--- src/ccs_consts.svh ---
// Register offsets, field positions, reset values and timing counts for the charger slice
`ifndef CCS_CONSTS_SVH
`define CCS_CONSTS_SVH
`define CCS_OFS_LIMITS        8'h06
`define CCS_OFS_PATH          8'h07
`define CCS_OFS_STATUS        8'h08
`define CCS_LIMITS_RST        8'h66
`define CCS_PATH_RST          8'h4C
`define CCS_PATH_WDOG_MASK    8'hD4
`define CCS_BIT_DETECT        7
`define CCS_BIT_HALFRATE      6
`define CCS_BIT_SW_OFF        5
`define CCS_BIT_WARM          4
`define CCS_BIT_OFF_DLY       3
`define CCS_BIT_SYSRST        2
`define CCS_SRC_NONE          3'h0
`define CCS_SRC_HOST          3'h1
`define CCS_SRC_ADAPTER       3'h2
`define CCS_SRC_OTG           3'h7
`define CCS_VINREG_BASE_MV    13'd3900
`define CCS_VINREG_STEP_MV    13'd100
`define CCS_WARM_CAP_MV       13'd4100
`define CCS_OFF_DLY_S         10
`define CCS_CLK_HZ            25000000
`define CCS_OFF_DLY_CYC       (`CCS_OFF_DLY_S * `CCS_CLK_HZ)
`endif

--- src/ccs_pkg.sv ---
// Types shared by the charger register slice
package ccs_pkg;
  typedef enum logic [1:0] {
    CCS_PH_IDLE,
    CCS_PH_PRE,
    CCS_PH_FAST,
    CCS_PH_DONE
  } ccs_phase_t;
  typedef enum logic [2:0] {
    CCS_SW_ON,
    CCS_SW_WAIT,
    CCS_SW_OFF
  } ccs_sw_state_t;
endpackage : ccs_pkg

--- src/ccs_switch_ctl.sv ---
// Battery switch turn-off sequencer with optional delay
`timescale 1ns/100ps
`include "ccs_consts.svh"
module ccs_switch_ctl
  import ccs_pkg::*;
#(
  parameter int unsigned DLY_CYC = `CCS_OFF_DLY_CYC
) (
  // Clock and reset
  input  wire logic sys_clk_in,
  input  wire logic rstn_in,
  // Control
  input  wire logic off_req_in,
  input  wire logic delay_en_in,
  // Result
  output logic      switch_on_out
);
  ccs_sw_state_t state_reg, state_next;
  logic [31:0]   cnt_reg, cnt_next;

  always_comb begin
    state_next = state_reg;
    cnt_next   = cnt_reg;
    unique case (state_reg)
      CCS_SW_ON: begin
        cnt_next = 32'h0;
        if (off_req_in) begin
          state_next = delay_en_in ? CCS_SW_WAIT : CCS_SW_OFF;
        end
      end
      CCS_SW_WAIT: begin
        if (!off_req_in) begin
          state_next = CCS_SW_ON;
        end else if (cnt_reg >= DLY_CYC - 1) begin
          state_next = CCS_SW_OFF;
        end else begin
          cnt_next = cnt_reg + 32'h1;
        end
      end
      CCS_SW_OFF: begin
        if (!off_req_in) begin
          state_next = CCS_SW_ON;
        end
      end
      default: state_next = CCS_SW_ON;
    endcase
  end

  always_ff @(posedge sys_clk_in or negedge rstn_in) begin
    if (!rstn_in) begin
      state_reg <= CCS_SW_ON;
      cnt_reg   <= 32'h0;
    end else begin
      state_reg <= state_next;
      cnt_reg   <= cnt_next;
    end
  end

  assign switch_on_out = (state_reg != CCS_SW_OFF);

  immediate_off_a: assert property (@(posedge sys_clk_in) disable iff (!rstn_in)
    (state_reg == CCS_SW_ON && off_req_in && !delay_en_in) |=> !switch_on_out)
    else $error("switch did not turn off immediately");
  release_on_a: assert property (@(posedge sys_clk_in) disable iff (!rstn_in)
    !off_req_in |=> switch_on_out)
    else $error("switch stayed off after disable cleared");
endmodule : ccs_switch_ctl

--- src/ccs_regs.sv ---
// Charger control and status register slice: limits, power path and status
`timescale 1ns/100ps
`include "ccs_consts.svh"
// Functional notes
// Overvoltage select 5.5/6.5/10.5/14 V, default 01
// Boost voltage select 4.85-5.30 V, default 10
// Input regulation 3.9 V plus 100 mV steps
// Detect bit forces detection; pin variant reads pin
// Half-rate timer in regulation, cool, thermal
// Switch-off bit turns switch off, register reset only
// Delay bit selects immediate or 10 s off
// Warm band caps charge voltage at 4.1 V
// Switch system reset enable, default one
// Tracking offset; threshold is higher of two
// Detect variant reports seven source codes
// Pin variant reports host/adapter by pin
// Charge phase status codes 00 to 11
// Power-good, thermal and minimum-rail flags
// Register reset restores defaults, self-clears
// Status writes ignored, reads show live values
module ccs_regs
  import ccs_pkg::*;
#(
  parameter bit          PIN_VARIANT = 1'b0,
  parameter int unsigned OFF_DLY_CYC = `CCS_OFF_DLY_CYC
) (
  // Clock and reset
  input  wire logic        sys_clk_in,
  input  wire logic        rstn_in,
  // Register port from the serial control bus
  input  wire logic [7:0]  reg_addr_in,
  input  wire logic        reg_wr_in,
  input  wire logic [7:0]  reg_wdata_in,
  output logic      [7:0]  reg_rdata_out,
  input  wire logic        reg_rst_in,
  input  wire logic        watchdog_expired_in,
  // Live conditions
  input  wire logic        input_select_pin_in,
  input  wire logic [2:0]  detected_source_in,
  input  wire logic        input_present_in,
  input  wire logic        otg_active_in,
  input  wire ccs_phase_t  charge_phase_in,
  input  wire logic        power_good_flag_in,
  input  wire logic        thermal_reg_flag_in,
  input  wire logic        sysrail_min_reg_flag_in,
  input  wire logic        in_input_regulation_in,
  input  wire logic        cool_band_in,
  input  wire logic        warm_band_in,
  input  wire logic        detect_done_in,
  input  wire logic [12:0] battery_mv_in,
  input  wire logic [12:0] charge_voltage_setting_in,
  // Controls to the power stage
  output logic      [1:0]  input_overvolt_sel_out,
  output logic      [1:0]  otg_output_volt_sel_out,
  output logic      [12:0] input_volt_threshold_mv_out,
  output logic      [12:0] charge_voltage_mv_out,
  output logic             force_source_detect_out,
  output logic             safety_timer_half_out,
  output logic             safety_timer_clear_out,
  output logic             battery_switch_on_out,
  output logic             battery_switch_sysreset_en_out
);
  logic [7:0] limits_reg, limits_next;
  logic [7:0] path_reg, path_next;
  logic [7:0] status_live;
  logic [2:0] src_type;

  function automatic logic [12:0] track_mv(input logic [1:0] code);
    unique case (code)
      2'h1:    track_mv = 13'd200;
      2'h2:    track_mv = 13'd250;
      2'h3:    track_mv = 13'd300;
      default: track_mv = 13'd0;
    endcase
  endfunction : track_mv

  always_comb begin
    limits_next = limits_reg;
    path_next   = path_reg;
    if (reg_rst_in) begin
      limits_next = `CCS_LIMITS_RST;
      path_next   = `CCS_PATH_RST;
    end else begin
      if (watchdog_expired_in) begin
        // Switch-off, delay and tracking survive the watchdog
        path_next = (path_reg & ~`CCS_PATH_WDOG_MASK) |
                    (`CCS_PATH_RST & `CCS_PATH_WDOG_MASK);
      end
      if (reg_wr_in && reg_addr_in == `CCS_OFS_LIMITS) begin
        limits_next = reg_wdata_in;
      end
      if (reg_wr_in && reg_addr_in == `CCS_OFS_PATH) begin
        path_next = reg_wdata_in;
      end
      if (detect_done_in && !(reg_wr_in && reg_addr_in == `CCS_OFS_PATH)) begin
        path_next[`CCS_BIT_DETECT] = 1'b0;
      end
    end
  end

  always_ff @(posedge sys_clk_in or negedge rstn_in) begin
    if (!rstn_in) begin
      limits_reg <= `CCS_LIMITS_RST;
      path_reg   <= `CCS_PATH_RST;
    end else begin
      limits_reg <= limits_next;
      path_reg   <= path_next;
    end
  end

  // Source type: pin variant decodes from the select pin
  always_comb begin
    if (otg_active_in) begin
      src_type = `CCS_SRC_OTG;
    end else if (!input_present_in) begin
      src_type = `CCS_SRC_NONE;
    end else if (PIN_VARIANT) begin
      src_type = input_select_pin_in ? `CCS_SRC_HOST : `CCS_SRC_ADAPTER;
    end else begin
      src_type = detected_source_in;
    end
  end

  assign status_live = {src_type, charge_phase_in, power_good_flag_in,
                        thermal_reg_flag_in, sysrail_min_reg_flag_in};

  // Reads are combinational so the status is live at the access; writes to it fall through
  always_comb begin
    unique case (reg_addr_in)
      `CCS_OFS_LIMITS: reg_rdata_out = limits_reg;
      `CCS_OFS_PATH: begin
        reg_rdata_out = path_reg;
        if (PIN_VARIANT) begin
          reg_rdata_out[`CCS_BIT_DETECT] = input_select_pin_in;
        end
      end
      `CCS_OFS_STATUS: reg_rdata_out = status_live;
      default:         reg_rdata_out = 8'h00;
    endcase
  end

  logic [12:0] reg_thr_mv;
  logic [12:0] trk_thr_mv;
  assign reg_thr_mv = `CCS_VINREG_BASE_MV +
                      13'(`CCS_VINREG_STEP_MV * {9'h0, limits_reg[3:0]});
  assign trk_thr_mv = battery_mv_in + track_mv(path_reg[1:0]);

  assign input_overvolt_sel_out         = limits_reg[7:6];
  assign otg_output_volt_sel_out        = limits_reg[5:4];
  assign input_volt_threshold_mv_out    = (path_reg[1:0] != 2'h0 && trk_thr_mv > reg_thr_mv)
                                          ? trk_thr_mv : reg_thr_mv;
  assign charge_voltage_mv_out          = (warm_band_in && !path_reg[`CCS_BIT_WARM] &&
                                           charge_voltage_setting_in > `CCS_WARM_CAP_MV)
                                          ? `CCS_WARM_CAP_MV : charge_voltage_setting_in;
  assign force_source_detect_out        = !PIN_VARIANT && path_reg[`CCS_BIT_DETECT];
  assign safety_timer_half_out          = path_reg[`CCS_BIT_HALFRATE] &&
                                          (in_input_regulation_in || cool_band_in ||
                                           thermal_reg_flag_in);
  assign safety_timer_clear_out         = reg_rst_in;
  assign battery_switch_sysreset_en_out = path_reg[`CCS_BIT_SYSRST];

  ccs_switch_ctl #(
    .DLY_CYC (OFF_DLY_CYC)
  ) u_switch (
    .sys_clk_in    (sys_clk_in),
    .rstn_in       (rstn_in),
    .off_req_in    (path_reg[`CCS_BIT_SW_OFF]),
    .delay_en_in   (path_reg[`CCS_BIT_OFF_DLY]),
    .switch_on_out (battery_switch_on_out)
  );

  // Bus writes land at the strobe edge; a register reset outranks both write and watchdog
  reg_reset_a: assert property (@(posedge sys_clk_in) disable iff (!rstn_in)
    reg_rst_in |=> (limits_reg == `CCS_LIMITS_RST && path_reg == `CCS_PATH_RST))
    else $error("register reset did not restore defaults");
  wr_limits_a: assert property (@(posedge sys_clk_in) disable iff (!rstn_in)
    (reg_wr_in && !reg_rst_in && reg_addr_in == `CCS_OFS_LIMITS)
      |=> limits_reg == $past(reg_wdata_in))
    else $error("limits write did not land");
  wr_path_a: assert property (@(posedge sys_clk_in) disable iff (!rstn_in)
    (reg_wr_in && !reg_rst_in && reg_addr_in == `CCS_OFS_PATH)
      |=> path_reg == $past(reg_wdata_in))
    else $error("power path write did not land");
  detect_clr_a: assert property (@(posedge sys_clk_in) disable iff (!rstn_in)
    (detect_done_in && !reg_rst_in && !(reg_wr_in && reg_addr_in == `CCS_OFS_PATH))
      |=> !path_reg[`CCS_BIT_DETECT])
    else $error("detect bit not cleared after detection");
  wdog_keep_a: assert property (@(posedge sys_clk_in) disable iff (!rstn_in)
    (watchdog_expired_in && !reg_rst_in && !reg_wr_in) |=> path_reg[5:0] ==
      {$past(path_reg[5]), 1'b0, $past(path_reg[3]), 1'b1, $past(path_reg[1:0])})
    else $error("watchdog handled power path bits wrongly");
  status_live_a: assert property (@(posedge sys_clk_in) disable iff (!rstn_in)
    (reg_addr_in == `CCS_OFS_STATUS) |-> reg_rdata_out[4:0] == {charge_phase_in, power_good_flag_in,
      thermal_reg_flag_in, sysrail_min_reg_flag_in})
    else $error("status read not live");
  status_wr_a: assert property (@(posedge sys_clk_in) disable iff (!rstn_in)
    (reg_wr_in && reg_addr_in == `CCS_OFS_STATUS && !reg_rst_in && !watchdog_expired_in &&
     !detect_done_in) |=> $stable(limits_reg) && $stable(path_reg))
    else $error("status write changed a register");
  src_detect_a: assert property (@(posedge sys_clk_in) disable iff (!rstn_in)
    (!PIN_VARIANT && input_present_in && !otg_active_in && reg_addr_in == `CCS_OFS_STATUS)
      |-> reg_rdata_out[7:5] == detected_source_in)
    else $error("detected source code not reported");
  src_otg_a: assert property (@(posedge sys_clk_in) disable iff (!rstn_in)
    (otg_active_in && reg_addr_in == `CCS_OFS_STATUS) |-> reg_rdata_out[7:5] == `CCS_SRC_OTG)
    else $error("otg source code not reported");
  vin_floor_a: assert property (@(posedge sys_clk_in) disable iff (!rstn_in)
    input_volt_threshold_mv_out >= `CCS_VINREG_BASE_MV + `CCS_VINREG_STEP_MV * {9'h0, limits_reg[3:0]})
    else $error("input threshold below register value");
  vin_reg_only_a: assert property (@(posedge sys_clk_in) disable iff (!rstn_in)
    (path_reg[1:0] == 2'h0) |-> input_volt_threshold_mv_out ==
      `CCS_VINREG_BASE_MV + 13'(`CCS_VINREG_STEP_MV * {9'h0, limits_reg[3:0]}))
    else $error("threshold tracked battery while tracking off");
  warm_cap_a: assert property (@(posedge sys_clk_in) disable iff (!rstn_in)
    (warm_band_in && !path_reg[`CCS_BIT_WARM]) |-> charge_voltage_mv_out <= `CCS_WARM_CAP_MV)
    else $error("warm band voltage not capped");
  half_rate_a: assert property (@(posedge sys_clk_in) disable iff (!rstn_in)
    (!path_reg[`CCS_BIT_HALFRATE]) |-> !safety_timer_half_out)
    else $error("half rate active while disabled");
  half_on_a: assert property (@(posedge sys_clk_in) disable iff (!rstn_in)
    (path_reg[`CCS_BIT_HALFRATE] && thermal_reg_flag_in) |-> safety_timer_half_out)
    else $error("half rate missing in thermal regulation");
  src_pin_a: assert property (@(posedge sys_clk_in) disable iff (!rstn_in)
    (PIN_VARIANT && input_present_in && !otg_active_in && reg_addr_in == `CCS_OFS_STATUS)
      |-> reg_rdata_out[7:5] == (input_select_pin_in ? `CCS_SRC_HOST : `CCS_SRC_ADAPTER))
    else $error("pin variant source code wrong");
  pin_detect_rd_a: assert property (@(posedge sys_clk_in) disable iff (!rstn_in)
    (PIN_VARIANT && reg_addr_in == `CCS_OFS_PATH) |-> reg_rdata_out[`CCS_BIT_DETECT] == input_select_pin_in)
    else $error("pin variant detect bit does not show pin");
endmodule : ccs_regs

--- config.mk ---
export PLATFORM = sky130hd
export DESIGN_NAME = ccs_regs
export DESIGN_NICKNAME = d
export VERILOG_FILES = /design/src/ccs_pkg.sv /design/src/ccs_switch_ctl.sv /design/src/ccs_regs.sv
export VERILOG_INCLUDE_DIRS = /design/src
export SDC_FILE = /design/constraint.sdc
export NUM_CORES = 1
export LEC_CHECK = 0
export BUFFER_PORTS_ARGS = -buffer_cell sky130_fd_sc_hd__buf_4
export CAP_MARGIN = 5
export CORE_ASPECT_RATIO = 2
export CORE_MARGIN = 2
export CORE_UTILIZATION = 55
export DETAILED_ROUTE_END_ITERATION = 10
export PLACE_DENSITY_LB_ADDON = 0.3
export SLEW_MARGIN = 25
export SYNTH_ARGS = -nofsm -noshare
export SYNTH_HDL_FRONTEND = slang
export SYNTH_SLANG_ARGS = --single-unit
export TNS_END_PERCENT = 100
--- constraint.sdc ---
create_clock -name sys_clk_in -period 5.3 [get_ports sys_clk_in]
set_clock_uncertainty 0.05 [all_clocks]
set_input_delay 0.265 -clock sys_clk_in [delete_from_list [all_inputs] [get_ports sys_clk_in]]
set_output_delay 0.265 -clock sys_clk_in [all_outputs]
set_load 0.01 [all_outputs]
[After elaboration in Yosys (flattened, before gate mapping)]
Index checks and enable logic that the tools add are counted.
Cells by class
  $add $sub $neg: 3
  multipliers: 1
  $lt $le $gt $ge: 3
  eq/ne operators: 14
  mux-type cells: 21
  reductions and logical operators: 20
Operators with widths (number)
  $mux W32: 2
  $pmux W32 S2: 1
  $mux W8: 5
  $add A32 B1 Y32 const B: 1
  $ge A32 B28 Y1 const B: 1
  $pmux W9 S3: 1
  $mux W13: 2
  $pmux W8 S3: 1
  $mux W3: 6
  $eq A8 B3 Y1 const B: 2
  $add A12 B11 Y13 const A: 1
  $add A13 B13 Y13: 1
  $gt A13 B13 Y1: 1
  $gt A13 B13 Y1 const B: 1
  $mul A5 B4 Y9 const A: 1
  $pmux W3 S3: 1
  $eq A8 B4 Y1 const B: 1
  $ne A2 B2 Y1 const B: 4
  $reduce_bool A2 Y1: 4
  $logic_and A1 B1 Y1: 7
  $ne A3 B2 Y1 const B: 2
  $reduce_and A3 Y1: 2
  $eq A2 B2 Y1 const B: 2
  $reduce_bool A4 Y1: 1
  other kinds (9): 11
Storage, ports and cells
  flip-flop bits (word level): 51

[Logic depth before layout (Yosys ltp)]
  depth in word-level cells: 6
  depth in mapped cells: 18
  gate-level depth less buffers: 17

[Hierarchy]
From an unflattened synthesis, not the netlist that was laid out.
Second synthesis, totals
  cells, all modules: 545
  area total of the unflattened synthesis: 4589.4 um2
By module, submodules not included
  ccs_switch_ctl: instances 1, cells each 268, area an instance 2306.0 um2, seq. area each 850.8 um2
  ccs_regs: instances 1, cells each 277, area an instance 2283.4 um2, seq. area each 409.1 um2

[Worst setup path after synthesis]
Ideal clock, no wire load.
  path kind: flip-flop to output port
  start point: register limits_reg[1]
  end point: output port input_volt_threshold_mv_out[10]
  data arrival time: 3.828 ns
  data required time: 4.985 ns
  slack: 1.157 ns
  cell stages (with the launch flop): 16
  cells stage by stage: dfstp_2 -> inv_1 -> ha_1 -> ha_1 -> fa_1 -> xnor2_1 -> o21ai_0 -> nor3_1 -> nor2_1 -> ha_1 -> nand4_1 -> nor2_1 -> a31oi_1 -> o21a_1 -> buf_1 -> mux2i_1
Between the ends
  cells in the longest elaborated chain, start to end: 5
Ends and longest elaborated chain
  start: declaration: RTL line ccs_regs.sv:63  | logic [7:0] limits_reg, limits_next;
  start signal: assignment: RTL line ccs_regs.sv:103  | limits_reg <= `CCS_LIMITS_RST;
  start signal: assignment: RTL line ccs_regs.sv:106  | limits_reg <= limits_next;
  $mul A5 B4 Y9 (no source line) (*)
  $add A12 B11 Y13 (no source line) (*)
  $gt A13 B13 Y1: RTL line ccs_regs.sv:150  | assign input_volt_threshold_mv_out = (path_reg[1:0] != 2'h0 && trk_thr_mv > reg_thr_mv)
  $logic_and A1 B1 Y1: RTL line ccs_regs.sv:150
  $mux W13 (*): RTL line ccs_regs.sv:151  | ? trk_thr_mv : reg_thr_mv;
  end: declaration: RTL line ccs_regs.sv:55  | output logic [12:0] input_volt_threshold_mv_out,
Mark *: on every way between the ends. The rest lies on a longest branch, timed or not.

[Worst setup path in the final report]
  start point: register limits_reg[1]
  end point: output port input_volt_threshold_mv_out[3]
Same word-level chain as after synthesis.

==> key figures <==
Detailed routing
  • Antenna Nets Post-Route: 0
  • DR WL/cell: about 16 microns
  • Final wirelength: between 10000 and 15000 microns
  • Vias/cell: ~6.0
  • Drt first-iter violations: between 200 and 250
  • Residual DRC count: 0
  • Pre-antenna DRT Iters: 5
  • Via count: 4190

Layout
  • ANT cells: 0
  • Layout cells sized above 1: 0.222
  • Final #Nets: slightly below 700
  • P&R area growth vs syn: 22.6%
  • Max reg flops: 32

Setup path
  • Slowest cell on crit path: dfstp_2
  • CP Class: flip-flop to primary output
  • WP buf/inv: 2
  • Longest individual stage delay on the worst path: 560 ps
  • Startpoint Class: flip-flop
  • Crit-path leading delay family: adder cells
  • Critical Path End Type: primary output
  • Crit path max fanout: 13
  • R2R cell count: 6
  • CP Cell Sequence: inv_1, ha_1, ha_1, fa_1, xnor2_1, o21ai_0, nor3_1, nor2_1, ha_1, nand4_1, nor2_1, a31oi_1, o21a_2, mux2_2, buf_4
  • Cell mode on critical path: ha_1
  • WP data required: 4990 ps
  • Arrival @ worst endpoint: between 4000 and 5000 ps
  • Critical path depth: 15

Global routing
  • First-pass GRT wire length: between 15000 and 20000 microns
  • Vias in the first global route: 3809
  • Total track usage: 0.268
  • Largest net degree at the start of global routing: 51
  • Initial antenna violation count: 0
  • Grt ovf: 0

Synth
  • Mapped Area: between 4000 and 5000 sq um
  • List of most frequent post-synthesis cells: nand2_1 (74), dfrtp_1 (43), nor2_1 (36)
  • Top_reg_cell synth: dfrtp_1
  • Seq/Total Area, Yosys: 0.299
  • Async SR Flop Fraction: 1.00
  • Mean Syn Cell Area: between 8 and 9 sq um
  • Synth warnings: 0
  • FF+latch count, synth: 50
  • Synth Instances: 511
  • Area leader, netlist: dfrtp_1
  • Number of synthesized flops with an enable pin: 0
  • Dominant cells by area after synthesis: dfrtp_1 (26%), ha_1 (10%), nand2_1 (6.6%), dfstp_2 (4.4%), a21oi_1 (3.6%)
  • Syn Nets: 608
  • Yosys top cell area share: 0.255
  • Most common cell in the netlist: nand2_1
  • Synth cell types: 65

Floorplanning
  • Num ports: 105
  • Die width: approximately 66 microns
  • Chip Height: 128 microns
  • Core area: 7490 sq um
  • Cell Rows: between 40 and 50
  • Die area: 8420 sq um
  • Initial Util: 0.563

Timing
  • Final hold violation count: 0
  • Min Tclk post-route: 4810 ps
  • Fin Hold WS: 165 ps
  • Unrepaired setup endpoints after global routing: no
  • Slew Viols, Final: 0
  • Worst-Margin Slew: 756 ps
  • Final setup vio count: 0
  • Max_slew headroom: 0.496
  • Fmax: 0.208 GHz
  • Total negative slack: 0 ps
  • Final Cycle Share: 0.908

Power
  • Maximum vdd drop: 213 uV
  • Power Density: 165 nW/um^2
  • Lkg Pwr: approximately 2.5 nW

Min path
  • Hold depth: 3
  • Hold crit path type: primary input to flip-flop

Clock network
  • CTS Sinks: 50
  • TritonCTS clock tree: done
  • Depth of the CTS H-tree: 2
  • Clock Tree Buf Depth: 2
  • Worst skew pair latency: 290 ps
  • CTS Root Cell: clkbuf_16
  • CTS buffer count: 5
  • Clock transition at the registers of the reported paths: 70 ps

Place
  • DP HPWL: ~8600 microns
  • Placer Congestion: 0.898
  • Port bufs: 103

Run status
  • Status: complete, no violations

Job
  • MaxCap Viol Count: 0
cell type report:
cell class / count / area [sq um]
inverters: 27 / 101
clock inverters: 2 / 37.5
fillers: 640 / 2320
multi-input cells: 411 / 2740
repair buffers: 104 / 783
clock buffers: 6 / 129
flip-flops and latches: 50 / 1260
well taps: 94 / 118
power breakdown:
| group | total [mW] | switching, mW | internal (mW) | leakage (nW) |
|---|---|---|---|---|
| registers | 0.382 | 0.000302 | 0.382 | 0.675 |
| logic | 0.111 | 0.0540 | 0.0573 | 1.71 |
| clock network | 0.360 | 0.138 | 0.223 | 0.0771 |
| total | 0.854 | 0.192 | 0.662 | 2.47 |
layout by cell type (no fill, tap or decap), drive strengths merged, types with 5 or more instances in the layout:
master,instances
a21oi,30
a221o,9
a22oi,8
a31oi,14
and2,19
and3,20
buf,103
clkbuf,6
dfrtp,43
dfstp,7
ha,34
inv,27
mux2i,11
nand2,74
nand2b,5
nand3,20
nand4,9
nor2,36
nor3,8
nor4,10
o211ai,6
o21ai,19
or4,5
xnor2,17
xor2,6
metrics by stage:
step	instances	power, mW	instance area, sq um	setup WS (ps)	utilization
after floorplan	511	0.431	4220	1160	-
after global placement	685	0.496	4980	743	0.666
after detailed placement	685	0.499	4980	632	0.666
after CTS	694	0.856	5160	308	0.689
after global routing	694	0.883	5170	214	0.690
final	694	0.854	5170	488	0.690
cell families after synthesis:
group                      count (synthesis)  share of synthesized area
buffers and inverters                     50                     0.0528
DFF                                       50                      0.299
muxes                                     14                     0.0341
adders and majority gates                 35                      0.106
and+or+nand+nor                          225                      0.275
xor gates and xnor gates                  23                     0.0478
AOI/OAI and AO/OA                        114                      0.186
tightest hold or removal path: stages:
cell,delay (ps)
buf_4,90
nand2_1,50
nand3_1,70
what timing repair did:
item,in CTS,in global routing
setup buffers,0,0
hold buffers,1,0
resized for setup,0,1
hold endpoints to repair,43,0
endpoints found under the setup margin,0,1
worst paths after layout:
check	slack (ps)	endpoint	start
min	160	limits_reg[6]	reg_wdata_in[6]
max reg2reg	2420	u_switch.cnt_reg[20]	u_switch.cnt_reg[28]
min in group asynchronous	490	u_switch.cnt_reg[15]	rstn_in
min reg2reg	440	u_switch.cnt_reg[30]	u_switch.cnt_reg[30]
max	490	input_volt_threshold_mv_out[3]	limits_reg[1]
max in group asynchronous	4310	u_switch.cnt_reg[3]	rstn_in
layer usage:
| metal | up-vias | GRT usage | wire length (microns) |
|---|---|---|---|
| met2 | 195 | 0.447 | 5560 |
| met4 | 0 | 0.0502 | 119 |
| met1 | 1962 | 0.365 | 4760 |
| li1 | 2023 | - | - |
| met5 | - | 0 | 0 |
| met3 | 10 | 0.0483 | 891 |
No activity file was read; power rests on OpenSTA's default activity.
